[config.mk]
export PLATFORM = sky130hd
export DESIGN_NAME = fus_sender
export DESIGN_NICKNAME = d
export VERILOG_FILES = /design/src/hw/fus_pkg.sv /design/src/hw/fus_fifo.sv /design/src/hw/fus_sender.sv
export SDC_FILE = /design/constraint.sdc
export NUM_CORES = 1
export LEC_CHECK = 0
export BUFFER_PORTS_ARGS = -buffer_cell sky130_fd_sc_hd__buf_2
export CORE_MARGIN = 4
export CORE_UTILIZATION = 58
export CTS_BUF_LIST = sky130_fd_sc_hd__clkbuf_4
export CTS_CLUSTER_DIAMETER = 50
export DETAILED_ROUTE_END_ITERATION = 6
export PLACE_DENSITY = 0.79
export REMOVE_ABC_BUFFERS = 1
export SLEW_MARGIN = 20
export SYNTH_ARGS = -nofsm -noshare
export SYNTH_HDL_FRONTEND = slang
export SYNTH_HIERARCHICAL = 1
export SYNTH_SLANG_ARGS = --single-unit
[constraint.sdc]
create_clock -name clock_in -period 3.6 [get_ports clock_in]
set_clock_uncertainty 0.1 [all_clocks]
set_input_delay 0.54 -clock clock_in [delete_from_list [all_inputs] [get_ports clock_in]]
set_output_delay 0.54 -clock clock_in [all_outputs]
set_load 0.1 [all_outputs]
[src/hw/fus_pkg.sv]
// Purpose: shared constants for the flash update serial sender
// Assumes: 100 MHz system clock
// Notes: link is 8 data bits, no parity, one stop bit
package fus_pkg;
	localparam int unsigned CLK_HZ = 100_000_000;
	localparam int unsigned BAUD_BPS = 31_250;
	// one bit time in clock cycles, rounded down
	localparam int unsigned BIT_CYCLES = CLK_HZ / BAUD_BPS;
	localparam int unsigned HALF_BIT_CYCLES = BIT_CYCLES / 2;
	localparam logic [7:0] BEGIN_UPDATE_CMD = 8'h10;
	localparam logic [7:0] ERASE_CMD = 8'h11;
	localparam logic [7:0] WRITE_CMD = 8'h12;
	localparam logic [7:0] GO_AHEAD_STATUS_CODE = 8'h55;
	localparam logic [7:0] PAD_BYTE = 8'hff;
	localparam int unsigned BLOCK_BYTES = 128;
	localparam int unsigned SIZE_BYTES = 4;
	localparam int unsigned FIFO_WIDTH = 8;
	localparam int unsigned FIFO_DEPTH = 4;
	// rotation step of the normal end indication: 250 ms
	localparam int unsigned ROTATE_MS = 250;
	localparam int unsigned ROTATE_CYCLES = ROTATE_MS * (CLK_HZ / 1000);
	localparam logic [3:0] IND_READY = 4'hf;
	localparam logic [3:0] IND_RUN = 4'h0;
	localparam logic [3:0] IND_END_FIRST = 4'h1;
	localparam logic [7:0] ERR_OVERRUN = 8'h01;
	localparam logic [7:0] ERR_FRAMING = 8'h02;
	localparam logic [3:0] IND_OVERRUN = 4'h8;
	localparam logic [3:0] IND_FRAMING = 4'h9;
	typedef enum logic [3:0] {
		ST_IDLE, ST_START, ST_WAIT, ST_CMD, ST_SIZE, ST_DATA, ST_PAD, ST_DONE, ST_ERROR
	} fus_state_e;
	typedef enum logic [1:0] {
		TX_IDLE, TX_SHIFT
	} fus_tx_e;
	typedef enum logic [1:0] {
		RX_IDLE, RX_SHIFT, RX_STOP
	} fus_rx_e;
endpackage

[src/hw/fus_fifo.sv]
// Purpose: small synchronous fifo in the write data path
// Assumes: single clock, push and pop by valid and ready
// Notes: full and empty are exact; one entry is free when ready is high
`timescale 1ns/100ps
`default_nettype none
module fus_fifo #(
	parameter int unsigned WIDTH = 8,
	parameter int unsigned DEPTH = 4
) (
	input wire logic clock_in,
	input wire logic rstn_in,
	input wire logic in_valid_in,
	output logic in_ready_out,
	input wire logic [WIDTH-1:0] in_data_in,
	output logic out_valid_out,
	input wire logic out_ready_in,
	output logic [WIDTH-1:0] out_data_out
);
	localparam int unsigned AW = $clog2(DEPTH);
	typedef struct packed {
		logic [AW-1:0] wr;
		logic [AW-1:0] rd;
		logic [AW:0] cnt;
	} fus_fifo_s;
	fus_fifo_s st_q, st_d;
	logic [WIDTH-1:0] mem_q [DEPTH];
	logic push, pop;
	assign in_ready_out = (st_q.cnt != (AW+1)'(DEPTH));
	assign out_valid_out = (st_q.cnt != '0);
	assign out_data_out = mem_q[st_q.rd];
	assign push = in_valid_in && in_ready_out;
	assign pop = out_valid_out && out_ready_in;
	always_comb begin
		st_d = st_q;
		if (push) begin
			st_d.wr = st_q.wr + 1'b1;
		end
		if (pop) begin
			st_d.rd = st_q.rd + 1'b1;
		end
		st_d.cnt = st_q.cnt + (AW+1)'(push) - (AW+1)'(pop);
	end
	always_ff @(posedge clock_in or negedge rstn_in) begin
		if (!rstn_in) begin
			st_q <= '0;
		end else begin
			st_q <= st_d;
		end
	end
	always_ff @(posedge clock_in) begin
		if (push) begin
			mem_q[st_q.wr] <= in_data_in;
		end
	end
endmodule
`default_nettype wire

[src/hw/fus_sender.sv]
// Purpose: master side sender of a flash update over an asynchronous serial link
// Assumes: slave ready and start switch are synchronous levels; write data arrives over valid/ready
// Notes: each command byte, each size byte and each block of 128 bytes waits for the slave's go-ahead byte before the next one
`timescale 1ns/100ps
`default_nettype none
module fus_sender
	import fus_pkg::*;
(
	input wire logic clock_in,
	input wire logic rstn_in,
	input wire logic start_in,
	input wire logic slave_ready_in,
	input wire logic [31:0] write_size_in,
	input wire logic data_valid_in,
	output logic data_ready_out,
	input wire logic [7:0] data_in,
	output logic txd_out,
	input wire logic rxd_in,
	output logic [3:0] indicator_out,
	output logic [7:0] error_code_out,
	output logic busy_out,
	output logic rx_overrun_flag_out,
	output logic rx_framing_flag_out
);
	typedef struct packed {
		fus_state_e st;
		fus_tx_e tx_st;
		logic [12:0] tx_cnt;
		logic [3:0] tx_bit;
		logic [9:0] tx_sh;
		fus_rx_e rx_st;
		logic [12:0] rx_cnt;
		logic [2:0] rx_bit;
		logic [7:0] rx_sh;
		logic rx_full;
		logic [7:0] rx_byte;
		logic rx_overrun_flag;
		logic rx_framing_flag;
		logic [31:0] remain;
		logic [31:0] write_size;
		logic [1:0] size_idx;
		logic [7:0] blk_cnt;
		logic [1:0] cmd_idx;
		logic [31:0] rot_cnt;
		logic [3:0] ind;
		logic [7:0] err;
		logic txd;
	} fus_sender_s;
	fus_sender_s s_q, s_d;
	logic f_valid, f_ready;
	logic [7:0] f_data;
	logic tx_free, go_ahead;
	function automatic logic [7:0] size_byte(input logic [31:0] sz, input logic [1:0] idx);
		size_byte = sz[8*idx +: 8];
	endfunction
	fus_fifo #(
		.WIDTH(FIFO_WIDTH),
		.DEPTH(FIFO_DEPTH)
	) u_fifo (
		.clock_in(clock_in),
		.rstn_in(rstn_in),
		.in_valid_in(data_valid_in),
		.in_ready_out(data_ready_out),
		.in_data_in(data_in),
		.out_valid_out(f_valid),
		.out_ready_in(f_ready),
		.out_data_out(f_data)
	);
	assign tx_free = (s_q.tx_st == TX_IDLE);
	assign go_ahead = s_q.rx_full && (s_q.rx_byte == GO_AHEAD_STATUS_CODE);
	assign f_ready = (s_q.st == ST_DATA) && tx_free && (s_q.remain != '0);
	always_comb begin
		s_d = s_q;
		// 8n1 transmitter
		// each bit is put on the line at the start of its period, so the start bit follows the load at once
		if (s_q.tx_st == TX_SHIFT) begin
			if (s_q.tx_cnt == '0) begin
				if (s_q.tx_bit == 4'd10) begin
					s_d.tx_st = TX_IDLE;
					s_d.txd = 1'b1;
				end else begin
					s_d.txd = s_q.tx_sh[0];
					s_d.tx_sh = {1'b1, s_q.tx_sh[9:1]};
					s_d.tx_bit = s_q.tx_bit + 4'd1;
				end
			end
			if (s_q.tx_cnt == 13'(BIT_CYCLES - 1)) begin
				s_d.tx_cnt = '0;
			end else begin
				s_d.tx_cnt = s_q.tx_cnt + 13'd1;
			end
		end
		case (s_q.rx_st)
			RX_IDLE: begin
				s_d.rx_cnt = '0;
				if (!rxd_in) begin
					s_d.rx_st = RX_SHIFT;
					s_d.rx_bit = '0;
					s_d.rx_cnt = 13'(BIT_CYCLES + HALF_BIT_CYCLES);
				end
			end
			RX_SHIFT: begin
				if (s_q.rx_cnt == 13'd1) begin
					s_d.rx_sh = {rxd_in, s_q.rx_sh[7:1]};
					s_d.rx_cnt = 13'(BIT_CYCLES);
					s_d.rx_bit = s_q.rx_bit + 3'd1;
					if (s_q.rx_bit == 3'd7) begin
						s_d.rx_st = RX_STOP;
					end
				end else begin
					s_d.rx_cnt = s_q.rx_cnt - 13'd1;
				end
			end
			RX_STOP: begin
				if (s_q.rx_cnt == 13'd1) begin
					s_d.rx_st = RX_IDLE;
					if (!rxd_in) begin
						s_d.rx_framing_flag = 1'b1;
					end else if (s_q.rx_full) begin
						s_d.rx_overrun_flag = 1'b1;
					end else begin
						s_d.rx_full = 1'b1;
						s_d.rx_byte = s_q.rx_sh;
					end
				end else begin
					s_d.rx_cnt = s_q.rx_cnt - 13'd1;
				end
			end
			default: s_d.rx_st = RX_IDLE;
		endcase
		case (s_q.st)
			ST_IDLE: begin
				s_d.ind = IND_RUN;
				if (slave_ready_in) begin
					s_d.ind = IND_READY;
					if (start_in) begin
						s_d.st = ST_CMD;
						s_d.cmd_idx = '0;
						s_d.write_size = write_size_in;
						s_d.rx_full = 1'b0;
					end
				end
			end
			ST_CMD: begin
				if (tx_free) begin
					s_d.st = ST_WAIT;
					s_d.tx_st = TX_SHIFT;
					s_d.tx_cnt = '0;
					s_d.tx_bit = '0;
					s_d.tx_sh = {1'b1, (s_q.cmd_idx == 2'd0) ? BEGIN_UPDATE_CMD : WRITE_CMD, 1'b0};
				end
			end
			ST_SIZE: begin
				if (tx_free) begin
					s_d.st = ST_WAIT;
					s_d.tx_st = TX_SHIFT;
					s_d.tx_cnt = '0;
					s_d.tx_bit = '0;
					// four size bytes low byte first
					s_d.tx_sh = {1'b1, size_byte(s_q.write_size, s_q.size_idx), 1'b0};
					s_d.size_idx = s_q.size_idx + 2'd1;
				end
			end
			ST_DATA, ST_PAD: begin
				if (tx_free && ((s_q.remain == '0) || f_valid)) begin
					s_d.tx_st = TX_SHIFT;
					s_d.tx_cnt = '0;
					s_d.tx_bit = '0;
					s_d.tx_sh = {1'b1, (s_q.remain == '0) ? PAD_BYTE : f_data, 1'b0};
					if (s_q.remain != '0) begin
						s_d.remain = s_q.remain - 32'd1;
					end
					s_d.blk_cnt = s_q.blk_cnt + 8'd1;
					if (s_q.blk_cnt == 8'(BLOCK_BYTES - 1)) begin
						s_d.st = ST_WAIT;
						s_d.blk_cnt = '0;
					end
				end
			end
			ST_WAIT: begin
				if (go_ahead && tx_free) begin
					s_d.rx_full = 1'b0;
					if (s_q.cmd_idx == 2'd0) begin
						s_d.cmd_idx = 2'd1;
						s_d.st = ST_CMD;
					end else if (s_q.cmd_idx == 2'd1) begin
						s_d.cmd_idx = 2'd2;
						s_d.size_idx = '0;
						s_d.st = ST_SIZE;
					end else if (s_q.cmd_idx == 2'd2 && s_q.size_idx != '0) begin
						s_d.st = ST_SIZE;
					end else if (s_q.cmd_idx == 2'd2) begin
						s_d.cmd_idx = 2'd3;
						s_d.remain = s_q.write_size;
						s_d.blk_cnt = '0;
						s_d.st = (s_q.write_size == '0) ? ST_DONE : ST_DATA;
					end else begin
						s_d.st = (s_q.remain == '0) ? ST_DONE : ST_DATA;
					end
					s_d.ind = IND_END_FIRST;
					s_d.rot_cnt = '0;
				end else if (s_q.rx_full) begin
					s_d.rx_full = 1'b0;
				end
			end
			ST_DONE: begin
				if (s_q.rot_cnt == ROTATE_CYCLES - 1) begin
					s_d.rot_cnt = '0;
					s_d.ind = {s_q.ind[2:0], s_q.ind[3]};
				end else begin
					s_d.rot_cnt = s_q.rot_cnt + 32'd1;
				end
			end
			ST_ERROR: begin
			end
			default: s_d.st = ST_IDLE;
		endcase
		// judged on the next state, so the first end pattern survives the step into done
		if (s_d.st != ST_DONE && s_d.st != ST_ERROR && s_d.st != ST_IDLE) begin
			s_d.ind = IND_RUN;
		end
		if (s_q.st != ST_ERROR && (s_q.rx_overrun_flag || s_q.rx_framing_flag)) begin
			s_d.st = ST_ERROR;
			s_d.err = s_q.rx_overrun_flag ? ERR_OVERRUN : ERR_FRAMING;
			s_d.ind = s_q.rx_overrun_flag ? IND_OVERRUN : IND_FRAMING;
		end
	end
	always_ff @(posedge clock_in or negedge rstn_in) begin
		if (!rstn_in) begin
			s_q <= '0;
			s_q.txd <= 1'b1;
			s_q.st <= ST_IDLE;
			s_q.tx_st <= TX_IDLE;
			s_q.rx_st <= RX_IDLE;
		end else begin
			s_q <= s_d;
		end
	end
	assign txd_out = s_q.txd;
	assign indicator_out = s_q.ind;
	assign error_code_out = s_q.err;
	assign busy_out = (s_q.st != ST_IDLE) && (s_q.st != ST_DONE) && (s_q.st != ST_ERROR);
	assign rx_overrun_flag_out = s_q.rx_overrun_flag;
	assign rx_framing_flag_out = s_q.rx_framing_flag;
endmodule
`default_nettype wire

==> results of run 1 <==
## synthesized netlist by cell type (5+ instances only)
cell / instances / area share
sky130_fd_sc_hd__o21ai_0: 92 / 0.039
sky130_fd_sc_hd__mux4_2: 16 / 0.030
sky130_fd_sc_hd__o41ai_1: 9 / 0.0066
sky130_fd_sc_hd__nor4b_1: 5 / 0.0037
sky130_fd_sc_hd__o21ai_1: 27 / 0.011
sky130_fd_sc_hd__inv_1: 37 / 0.012
sky130_fd_sc_hd__nor2b_1: 5 / 0.0026
sky130_fd_sc_hd__o22ai_1: 6 / 0.0032
sky130_fd_sc_hd__nand3_1: 34 / 0.014
sky130_fd_sc_hd__and2_1: 7 / 0.0037
sky130_fd_sc_hd__a31oi_1: 7 / 0.0037
sky130_fd_sc_hd__mux2_2: 51 / 0.048
sky130_fd_sc_hd__o31a_1: 6 / 0.0044
sky130_fd_sc_hd__o221ai_1: 7 / 0.0052
sky130_fd_sc_hd__clkbuf_1: 44 / 0.014
sky130_fd_sc_hd__a22oi_1: 9 / 0.0057
sky130_fd_sc_hd__a22o_1: 7 / 0.0052
sky130_fd_sc_hd__edfxtp_1: 32 / 0.081
sky130_fd_sc_hd__or3_1: 9 / 0.0047
sky130_fd_sc_hd__o32ai_1: 5 / 0.0037
sky130_fd_sc_hd__xor2_1: 11 / 0.0081
sky130_fd_sc_hd__ha_1: 21 / 0.022
sky130_fd_sc_hd__or2_2: 7 / 0.0037
sky130_fd_sc_hd__nand2_1: 92 / 0.029
sky130_fd_sc_hd__a21oi_1: 66 / 0.028
sky130_fd_sc_hd__mux2i_1: 13 / 0.011
sky130_fd_sc_hd__nand2b_1: 19 / 0.010
sky130_fd_sc_hd__o31ai_1: 18 / 0.011
sky130_fd_sc_hd__buf_4: 14 / 0.0089
sky130_fd_sc_hd__and4_1: 6 / 0.0044
sky130_fd_sc_hd__nand4_1: 18 / 0.0095
sky130_fd_sc_hd__o211ai_1: 5 / 0.0032
sky130_fd_sc_hd__and3_1: 14 / 0.0074
sky130_fd_sc_hd__nor2_1: 103 / 0.033
sky130_fd_sc_hd__xnor2_1: 8 / 0.0059
sky130_fd_sc_hd__nor3_1: 32 / 0.014
sky130_fd_sc_hd__dfrtp_1: 191 / 0.40
sky130_fd_sc_hd__nor4_1: 26 / 0.014
## kinds of logic after synthesis
| group | after synthesis | share of synthesized area |
|---|---|---|
| AOI/OAI and AO/OA | 304 | 0.161 |
| xor gates and xnor gates | 19 | 0.0140 |
| adders and majority gates | 22 | 0.0238 |
| buffers and inverters | 107 | 0.0407 |
| DFF | 224 | 0.486 |
| muxes | 80 | 0.0898 |
| other | 1 | 0.000316 |
| and+or+nand+nor | 412 | 0.184 |
## sequential cells by signal (all words and copies together) (netlist names)
signal               flops
s_q                    176
txd_out                  1
rx_overrun_flag_out      1
rx_framing_flag_out      1
u_fifo/mem_q            32
indicator_out            4
error_code_out           2
u_fifo/st_q              7
## per-layer routing
layer | track usage | wire [um] | vias up
li1 | - | - | 4588
met1 | 0.347 | 11900 | 4673
met2 | 0.404 | 13300 | 374
met3 | 0.0494 | 1920 | 63
met4 | 0.0834 | 717 | 0
met5 | 0 | 0 | -
## how the worst max path moves through the flow
stage	to	from
CTS	u_fifo/st_q[2]$_DFF_PN0_	s_q[89]$_DFFE_PN0P_
global route	u_fifo/st_q[2]$_DFF_PN0_	s_q[89]$_DFFE_PN0P_
detailed placement	u_fifo/st_q[2]$_DFF_PN0_	s_q[89]$_DFFE_PN0P_
finish	u_fifo/st_q[2]$_DFF_PN0_	s_q[89]$_DFFE_PN0P_
floorplan	indicator_out[0]$_DFFE_PN0P_	s_q[187]$_DFF_PN0_
global placement	u_fifo/st_q[2]$_DFF_PN0_	s_q[89]$_DFFE_PN0P_
## worst max-delay path: cells and delay by family, from the launching register on
kind,cells,cell delay [ns]
buf+inv,3,0.18
xor+xnor,2,0.29
flops,1,0.35
fa+ha+maj,4,0.98
simple gates,4,1.05
compound gates,1,0.29
## power by group through the flow
stage	logic [mW]	clock network [mW]	registers, mW
after global routing	1.72	2.34	3.20
final	1.56	2.14	3.17
after global placement	1.46	0	3.18
after detailed placement	1.52	0	3.20
after CTS	1.56	2.19	3.16
after floorplan	0.906	0	3.36
## final cells by class
| class | instances | area [um2] |
|---|---|---|
| diodes | 1 | 2.50 |
| repair buffers | 124 | 915 |
| clock inverters | 9 | 37.5 |
| inverters | 37 | 139 |
| clock buffers | 90 | 676 |
| multi-input cells | 843 | 5640 |
| flip-flops and latches | 224 | 5770 |
| fillers | 1576 | 6660 |
| well taps | 270 | 338 |
## repair_timing
item,CTS,global route
hold buffers,41,0
setup endpoints to repair,0,0
hold endpoints to repair,122,0
==> summary.txt, run 1 <==
Global route
  • Number of global-route vias before repair: between 9000 and 10000
  • Overall global routing resource usage: 0.252
  • Maximum number of pins on one net before global-route repair: 93
  • Number of antenna violations at the first check in global routing: 1
  • Wire length of the first global-routing pass: roughly 47000 um
  • Total congestion overflow: 0

Clock network
  • Clk_lat worst skew: 0.70 ns
  • TritonCTS sink count: between 200 and 250
  • CTS Buffer Depth: 3
  • Root Driver: sky130_fd_sc_hd__clkbuf_4
  • Number of H-tree branching levels: 2
  • Resize count post-CTS: 0
  • Clock tree from TritonCTS: done
  • CTS Buf Count: 58
  • Post-CTS setup buffers: 0
  • Clock slew seen by the registers of the worst setup and hold paths: approximately 0.07 ns

Logic synthesis
  • Fraction of the yosys area taken by sequential cells: 0.486
  • Number of synthesized register bits: 224
  • Number of distinct library cell variants in the gate-level netlist after synthesis: 83
  • Async set-reset flop share out of synthesis: 0.857
  • Count of mapped cells out of synthesis: 1169
  • Area of the mapped netlist: 0.0119 mm2
  • EDFF count, synth: 32
  • Number of warning messages in the yosys log: 6
  • Synth Area per Inst: 10.1 um2
  • Leading register cell type out of synthesis: sky130_fd_sc_hd__dfrtp_1

Floorplan
  • Number of primary I/O pins: 63
  • Starting density of the core: 0.588
  • DIE WIDTH: 151 um
  • Die Area: roughly 0.023 mm2
  • Vert. Die Dim: around 150 um
  • Area of the placeable core: 0.0202 mm2
  • Number of rows created at floorplan: 52

Setup path
  • Arrival time worst endpoint: about 3.8 ns
  • RR Startpoint: s_q[89]$_DFFE_PN0P_
  • Setup crit start kind: flop
  • R2R depth: 14
  • Setup CP Type: flop to flop
  • CP required: 4.07 ns
  • Delay of the slowest cell on the worst path: 0.55 ns
  • Critical Path Slowest Stage Cell: sky130_fd_sc_hd__nor4b_1
  • Cell-by-cell trace of the critical path: inv_1, ha_1, or3b_2, nor4_4, and3_1, nor4b_1, o31a_1, ha_1, inv_1, ha_1, inv_1, fa_1, xnor2_1, xnor2_1
  • R2R Path End: u_fifo/st_q[2]$_DFF_PN0_
  • Maximum fanout along the worst path: 5
  • Register-to-Register Setup Slack: around 0.22 ns
  • Capturing element type of the critical path: flop

Power
  • Design Power: 6.86 mW
  • Internal power of the cells: 4.55 mW
  • Sequential Power Share: 0.462
  • Pwr dens: approximately 500 mW/mm2
  • Switching part of the total: 0.336
  • IR drop worst, VDD: around 0.30 mV
  • Power share of the clock group: 0.312
  • Leak pwr: 6.07 nW
  • Power share of the combinational group: 0.227
  • Switching component of the power: 2.30 mW

Routing
  • Via density per instance: 6.07
  • DRC violation count after routing: 0
  • First-pass iteration count of the detailed router: 6
  • Vias after detailed routing: 9698
  • Routed Antenna Nets: 0
  • Routed len/inst: 17.4 um
  • Number of DRC markers after the initial detailed-route iteration: 735
  • Detailed Route WL: 27800 um

Hold path
  • Min-Delay Path Class: primary input to flop
  • Hold Crit Start: data_valid_in
  • Number of instances on the worst hold path: 3
  • Worst hold endpoint: u_fifo/st_q[6]$_DFFE_PN0P_

STA
  • Worst Max-Slew Pin Slew: between 0.8 and 0.9 ns
  • Max transition margin: 0.419
  • Final Hold Fails: 0
  • Worst Hold Slack: 0.0959 ns
  • Final setup viols: 0
  • Tcrit/Tclk final: 0.938
  • Final critical-path setup slack: 0.224 ns
  • Setup TNS Final: 0 ns
  • RSZ-0062 raised after global routing: false
  • Maximum clock rate: 0.296 GHz
  • Count of pins over their slew limit: 0
  • Final min period: around 3.4 ns

Placement
  • # port buffers: 56
  • Detailed placement HPWL: around 19000 um
  • Placed cell count: roughly 1500
  • Final weighted congestion in routability-driven placement: between 0.9 and 1
  • Total cell area at the placement stage: 0.0124 mm2
  • Place WS: 0.237 ns

Final layout
  • Proportion of layout cells with a drive suffix above 1: 0.205
  • Commonest cells after routing, fill and taps aside: sky130_fd_sc_hd__dfrtp_1, sky130_fd_sc_hd__nor2_1, sky130_fd_sc_hd__nand2_1, sky130_fd_sc_hd__o21ai_0, sky130_fd_sc_hd__clkbuf_4
  • Finished layout cell area: 0.0135 mm2
  • Net count reported at finish: 1356
  • Fraction of the core area covered by cells at the end of the flow: 0.670
  • Area growth syn-to-layout: 13.9%
  • Most frequent standard cell in the layout excluding fill and tap cells: sky130_fd_sc_hd__dfrtp_1
  • Non-filler instance count after layout: 1598

Status
  • Status: finished, final reports clean

Job
  • Max-cap violations: 0
Note: power is estimated with default switching activity, not from simulation.
==> run 2: changes to the inputs <==
Settings changed: ABC_AREA set to 1, CORE_UTILIZATION 58 to 60, PLACE_DENSITY 0.79 to 0.78.
Clock period 3.6 ns to 3.3 ns, I/O delays scaled along.
==> run 2 against run 1 <==
  * Sequential power about the same
  * Critical path depth grew 3
  * First-iteration DRC count grew 15%
  * Via count increased by 13%
  * Hold slack improved by 0.083 ns
  * Clock-buffer cell count shrank 3
  * Largest cell class unchanged
  * Highest routed layer unchanged
==> summary.txt, run 2 <==
Final layout
  • Proportion of layout cells with a drive suffix above 1: 0.125
  • Max reg flops: 176
  • Commonest cells after routing, fill and taps aside: sky130_fd_sc_hd__nand2_1, sky130_fd_sc_hd__inv_1, sky130_fd_sc_hd__nor2_1
  • Regs by FF count: s_q: 176 flops, u_fifo/mem_q: 32 flops, u_fifo/st_q: 7 flops
  • Fraction of the core area covered by cells at the end of the flow: 0.695
  • Most frequent standard cell in the layout excluding fill and tap cells: sky130_fd_sc_hd__nand2_1
  • Finished layout cell area: 0.0140 mm2
  • Largest reg by FF count: s_q
  • Area growth syn-to-layout: 14.1%
  • Net count reported at finish: 1758

Floorplan
  • Die Area: 0.0228 mm2
  • Starting density of the core: 0.609
  • Number of rows created at floorplan: 52
  • Area of the placeable core: 0.0202 mm2
  • DIE WIDTH: between 150 and 200 um
  • Number of primary I/O pins: 63
  • Vert. Die Dim: about 150 um

Global route
  • Maximum number of pins on one net before global-route repair: 85
  • Wire length of the first global-routing pass: 50200 um
  • Number of antenna violations at the first check in global routing: 1
  • Total congestion overflow: 0
  • Overall global routing resource usage: 0.269
  • Number of global-route vias before repair: 10700

Logic synthesis
  • Number of warning messages in the yosys log: 6
  • Fraction of the yosys area taken by sequential cells: 0.470
  • Portion of synthesized cell area occupied by the leading cell type: 0.389
  • Number of distinct library cell variants in the gate-level netlist after synthesis: 61
  • Synth Area per Inst: ~7.9 um2
  • Area of the mapped netlist: 0.0123 mm2
  • Number of synthesized register bits: 224
  • Synth area leaders: sky130_fd_sc_hd__dfrtp_1, sky130_fd_sc_hd__nand2_1, sky130_fd_sc_hd__edfxtp_1
  • Commonest cells in the synthesized netlist: sky130_fd_sc_hd__nand2_1, sky130_fd_sc_hd__inv_1, sky130_fd_sc_hd__nor2_1
  • Top-count cell post-synth: sky130_fd_sc_hd__nand2_1
  • EDFF count, synth: 32
  • Cell type contributing the most total cell area after synthesis: sky130_fd_sc_hd__dfrtp_1
  • Leading register cell type out of synthesis: sky130_fd_sc_hd__dfrtp_1
  • Async set-reset flop share out of synthesis: 0.857
  • Count of mapped cells out of synthesis: between 1500 and 2000

Clock network
  • Clk_lat worst skew: approximately 0.71 ns
  • Clock slew seen by the registers of the worst setup and hold paths: 0.07 ns
  • Clock tree from TritonCTS: done
  • Number of H-tree branching levels: 2
  • Root Driver: sky130_fd_sc_hd__clkbuf_4
  • TritonCTS sink count: around 220
  • CTS Buffer Depth: 3
  • CTS Buf Count: 59

Setup path
  • Setup crit start kind: flop
  • Register-to-Register Setup Slack: 0.33 ns
  • R2R Path End: u_fifo/st_q[2]$_DFF_PN0_
  • Origin of the worst setup path: s_q[89]$_DFFE_PN0P_
  • Arrival time worst endpoint: ~3.5 ns
  • Setup CP Type: flop to flop
  • CP required: ~3.8 ns
  • Capturing element type of the critical path: flop
  • Capturing instance or port of the critical path: u_fifo/st_q[2]$_DFF_PN0_
  • RR Startpoint: s_q[89]$_DFFE_PN0P_
  • Maximum fanout along the worst path: 4
  • R2R depth: 17

Job
  • Max-cap violations: 0

STA
  • Worst Max-Slew Pin Slew: 0.717 ns
  • Final critical-path setup slack: 0.326 ns
  • Setup TNS Final: 0 ns
  • Final min period: 2.97 ns
  • Tcrit/Tclk final: 0.901
  • Maximum clock rate: 0.336 GHz
  • Final setup viols: 0
  • Count of pins over their slew limit: 0
  • RSZ-0062 raised after global routing: false
  • Max transition margin: 0.520
  • Final Hold Fails: 0

Routing
  • Routed len/inst: 14.8 um
  • Vias after detailed routing: 10900
  • Via density per instance: 5.44
  • DRC violation count after routing: 0
  • Routed Antenna Nets: 0
  • First-pass iteration count of the detailed router: 5
  • Number of DRC markers after the initial detailed-route iteration: around 840
  • Detailed Route WL: 29700 um

Placement
  • Final weighted congestion in routability-driven placement: 0.904
  • Total cell area at the placement stage: 0.0128 mm2
  • # port buffers: 56
  • Detailed placement HPWL: between 20000 and 25000 um
  • Place WS: 0.388 ns

Power
  • Pwr dens: 486 mW/mm2
  • Power share of the clock group: 0.374
  • Switching part of the total: 0.302
  • Internal power of the cells: ~4.8 mW
  • IR drop worst, VDD: 0.559 mV
  • Leak pwr: 6.82 nW
  • Switching component of the power: 2.06 mW
  • Design Power: 6.81 mW
  • Power share of the combinational group: 0.165
  • Sequential Power Share: 0.461

Hold path
  • Min-Delay Path Class: primary input to flop

Status
  • Status: finished, final reports clean
## run 2: cell count changes after synthesis, sizes merged, moves of 21 or more
cell	delta
nand2	+245
nor2	+111
mux2	-50
nand3	+29
nor4	-21
xor2	+21
o21ai	+29
inv	+179
clkbuf	-27
## run 2: logic make-up (layout without fill, tap and decap cells)
family,Yosys count,after routing,share of synthesized area
buf+inv,266,440,0.0903
compound gates,306,306,0.141
simple gates,701,701,0.248
mux,2,2,0.00173
xor+xnor,37,37,0.0264
flops,224,224,0.470
fa+ha+maj,22,22,0.0230
other cells,1,8,0.000305
## run 2: what timing repair did
action | 4_1_cts | 5_1_grt
setup buffers | 0 | 0
endpoints found under the hold margin | 149 | 0
resized for setup | 0 | 0
hold buffers | 43 | 0
## run 2: per-stage QoR
step | hold slack [ns] | std cells
floorplan | 0.0994 | 1515
global placement | 0.357 | 1856
detailed placement | 0.356 | 1856
CTS | 0.102 | 2008
global route | 0.240 | 2010
finish | 0.179 | 2010
## run 2: power groups by stage
stage	logic (mW)	clock network (mW)	registers [mW]
2_1_floorplan	0.758	0	3.15
3_3_place_gp	1.02	0	3.18
3_5_place_dp	1.05	0	3.18
4_1_cts	1.11	2.61	3.13
5_1_grt	1.28	2.75	3.15
6_report	1.12	2.55	3.14
## run 2: worst min path at each step
stage | startpoint | to | slack, ns | depth (start not counted)
global placement | s_q[145]$_DFFE_PN0P_ | s_q[145]$_DFFE_PN0P_ | 0.36 | 1
detailed placement | s_q[145]$_DFFE_PN0P_ | s_q[145]$_DFFE_PN0P_ | 0.36 | 1
floorplan | rstn_in | error_code_out[0]$_DFFE_PN0P_ | 0.1 | 0
finish | slave_ready_in | indicator_out[3]$_DFFE_PN0P_ | 0.18 | 5
global route | slave_ready_in | indicator_out[3]$_DFFE_PN0P_ | 0.24 | 5
CTS | slave_ready_in | indicator_out[3]$_DFFE_PN0P_ | 0.10 | 5
## run 2: critical path, stage by stage, from the launching register on
cell and delay, ns:
sky130_fd_sc_hd__dfrtp_1 0.38, sky130_fd_sc_hd__inv_1 0.09, sky130_fd_sc_hd__ha_1 0.23, sky130_fd_sc_hd__nand2_4 0.10
sky130_fd_sc_hd__nor2_8 0.13, sky130_fd_sc_hd__inv_1 0.05, sky130_fd_sc_hd__nor2_1 0.10, sky130_fd_sc_hd__nand4_1 0.19
sky130_fd_sc_hd__and3_1 0.25, sky130_fd_sc_hd__nand2_1 0.09, sky130_fd_sc_hd__inv_1 0.05, sky130_fd_sc_hd__ha_1 0.26
sky130_fd_sc_hd__inv_1 0.07, sky130_fd_sc_hd__ha_1 0.16, sky130_fd_sc_hd__inv_1 0.05, sky130_fd_sc_hd__fa_1 0.41
sky130_fd_sc_hd__nand3_1 0.12, sky130_fd_sc_hd__nand2_1 0.06
## run 2: layer usage
metal,global-route usage,vias up,part of all wire
li1,-,5430,-
met1,0.367,5077,0.44
met2,0.435,353,0.47
met3,0.0443,70,0.060
met4,0.103,0,0.029
met5,0,-,0
## run 2: layout make-up
| type | instances | area [um2] |
|---|---|---|
| Inverter | 217 | 817 |
| Tap cell | 270 | 338 |
| Multi-Input combinational cell | 1074 | 5430 |
| Clock buffer | 87 | 653 |
| Fill cell | 1651 | 6160 |
| Clock inverter | 22 | 148 |
| Sequential cell | 224 | 5770 |
| Timing Repair Buffer | 114 | 857 |
| Antenna cell | 2 | 5.00 |
==> run 3: changes to the inputs <==
Settings changed: PLACE_DENSITY 0.78 to 0.83.
Clock period 3.3 ns to 3.2 ns, I/O delays scaled along.
==> run 3 against run 2 <==
  * Die area unchanged
  * Clock power fell by 7%
  * Core utilization fell by 0.41 points
  * Clock-buffer cell count shrank 7
  * Wire length fell by 2.2%
  * Non-clock buffer count grew 3
  * Worst setup slack got worse by 0.025 ns
  * First-iteration DRC count decreased by 20%
  * Global-route usage down 1.1 points
  * Sequential power rose by 3%
  * Cell count about the same
  * Combinational power barely moved
  * Largest power group unchanged
  * Highest routed layer unchanged
==> summary.txt, run 3 (synthesis gave the netlist of run 2 again) <==
Status
  • Status: finished, final reports clean

Routing
  • First-pass iteration count of the detailed router: 5
  • Via density per instance: between 5 and 6
  • Detailed Route WL: 29000 um
  • Vias after detailed routing: 11000
  • Routed Antenna Nets: 0
  • DRC violation count after routing: 0
  • Routed len/inst: 14.4 um
  • Number of DRC markers after the initial detailed-route iteration: 673

STA
  • Max transition margin: 0.518
  • Final Hold Fails: 0
  • Final setup viols: 0
  • Worst Max-Slew Pin Slew: 0.723 ns
  • Maximum clock rate: about 0.34 GHz
  • Final min period: roughly 2.9 ns
  • Count of pins over their slew limit: 0
  • Tcrit/Tclk final: 0.906
  • Final critical-path setup slack: 0.301 ns
  • Setup TNS Final: 0 ns
  • Worst Hold Slack: 0.159 ns
  • RSZ-0062 raised after global routing: false

Setup path
  • Setup crit start kind: flop
  • Maximum fanout along the worst path: 8
  • Setup CP Type: flop to primary output
  • Capturing element type of the critical path: primary output
  • CP required: 2.62 ns
  • Origin of the worst setup path: s_q[190]$_DFF_PN0_
  • RR Startpoint: s_q[89]$_DFFE_PN0P_
  • Arrival time worst endpoint: 2.32 ns

Final layout
  • Area growth syn-to-layout: 13.4%
  • Proportion of layout cells with a drive suffix above 1: 0.120
  • Finished layout cell area: 0.0139 mm2
  • Net count reported at finish: around 1800
  • Regs by FF count: s_q: 176 flops, u_fifo/mem_q: 32 flops, u_fifo/st_q: 7 flops
  • Most frequent standard cell in the layout excluding fill and tap cells: sky130_fd_sc_hd__nand2_1
  • Commonest cells after routing, fill and taps aside: sky130_fd_sc_hd__nand2_1, sky130_fd_sc_hd__inv_1, sky130_fd_sc_hd__nor2_1
  • Largest reg by FF count: s_q
  • Max reg flops: 176

Clock network
  • Root Driver: sky130_fd_sc_hd__clkbuf_4
  • TritonCTS sink count: 224
  • CTS Buffer Depth: 3
  • CTS Buf Count: 58
  • Post-CTS setup buffers: 0
  • Clock tree from TritonCTS: done
  • Clk_lat worst skew: 0.73 ns
  • Number of H-tree branching levels: 2
  • Clock slew seen by the registers of the worst setup and hold paths: 0.06 ns
  • Resize count post-CTS: 0

Job
  • Max-cap violations: 0

Power
  • Power share of the combinational group: 0.168
  • Sequential Power Share: 0.480
  • IR drop worst, VDD: between 0.4 and 0.5 mV
  • Switching component of the power: ~2.1 mW
  • Design Power: approximately 6.7 mW
  • Switching part of the total: 0.310
  • Power share of the clock group: 0.352
  • Leak pwr: between 6 and 7 nW
  • Pwr dens: 484 mW/mm2
  • Internal power of the cells: 4.65 mW

Global route
  • Number of antenna violations at the first check in global routing: 1
  • Busiest layer in global routing: met2
  • Met1 Usage GRT: 0.357
  • Global routing usage on met3: 0.0401
  • GR met2 Demand/Resource: 0.414
  • Overall global routing resource usage: 0.258
  • Total congestion overflow: 0
  • Maximum number of pins on one net before global-route repair: a little under 90
  • Wire length of the first global-routing pass: 48200 um
  • Number of global-route vias before repair: roughly 10000

Floorplan
  • Die Area: between 0.02 and 0.025 mm2
  • Number of rows created at floorplan: 52
  • Area of the placeable core: 0.0202 mm2
  • DIE WIDTH: 151 um
  • Vert. Die Dim: ~150 um
  • Number of primary I/O pins: 63
  • Starting density of the core: 0.609

Placement
  • Total cell area at the placement stage: 0.0128 mm2
  • Detailed placement HPWL: 19900 um
  • Place WS: 0.347 ns
  • Final weighted congestion in routability-driven placement: 0.936
  • # port buffers: 56

Hold path
  • Hold Crit Start: slave_ready_in
  • Min-Delay Path Class: primary input to flop
## run 3: routing by layer
| metal | routed length [um] | part of all wire | vias to the layer above |
|---|---|---|---|
| met1 | 12600 | 0.44 | 5149 |
| met3 | 1810 | 0.062 | 70 |
| met2 | 13700 | 0.47 | 390 |
| met4 | 888 | 0.031 | 0 |
| met5 | 0 | 0 | - |
| li1 | - | - | 5411 |
## run 3: final timing paths
| kind | to | slack, ns | cells past startpoint |
|---|---|---|---|
| setup / recovery | busy_out | 0.30 | 7 |
| hold / removal | indicator_out[3]$_DFFE_PN0P_ | 0.16 | 5 |
| setup reg to reg | u_fifo/st_q[2]$_DFF_PN0_ | 0.38 | 17 |
| hold reg to reg | error_code_out[1]$_DFFE_PN0P_ | 0.38 | 2 |
| max in group asynchronous | s_q[28]$_DFFE_PN0P_ | 1.86 | 3 |
| min in group asynchronous | s_q[104]$_DFFE_PN0P_ | 0.30 | 2 |
## run 3: cell type report
type / instances / area, um2
Clock inverter: 26 / 110
Timing Repair Buffer: 117 / 867
Clock buffer: 80 / 601
Fill cell: 1637 / 6240
Multi-Input combinational cell: 1074 / 5430
Tap cell: 270 / 338
Sequential cell: 224 / 5770
Antenna cell: 1 / 2.50
Inverter: 217 / 817
## run 3: power by group through the flow
stage	clock network, mW	registers (mW)	logic, mW
after floorplan	0	3.25	0.781
after global placement	0	3.27	1.04
after detailed placement	0	3.28	1.08
after CTS	2.43	3.23	1.12
after global routing	2.59	3.25	1.29
final	2.37	3.24	1.13
## run 3: timing repair
| item | 4_1_cts | 5_1_grt |
|---|---|---|
| endpoints found under the setup margin | 0 | 0 |
| hold buffers | 43 | 0 |
| hold endpoints to repair | 150 | 0 |
## run 3: critical path, cell delays in order, from the launching register on
cell and delay, ns:
sky130_fd_sc_hd__dfrtp_1 0.38, sky130_fd_sc_hd__inv_1 0.10, sky130_fd_sc_hd__nand2_1 0.11, sky130_fd_sc_hd__nor2_1 0.39, sky130_fd_sc_hd__inv_2 0.17, sky130_fd_sc_hd__nand2_1 0.10, sky130_fd_sc_hd__nor2_1 0.05, sky130_fd_sc_hd__buf_2 0.31
## run 3: through the flow
step,util,cells
finish,0.691,2009
global route,0.691,2009
CTS,0.691,2008
detailed placement,0.634,1859
global placement,0.634,1859
floorplan,-,1515
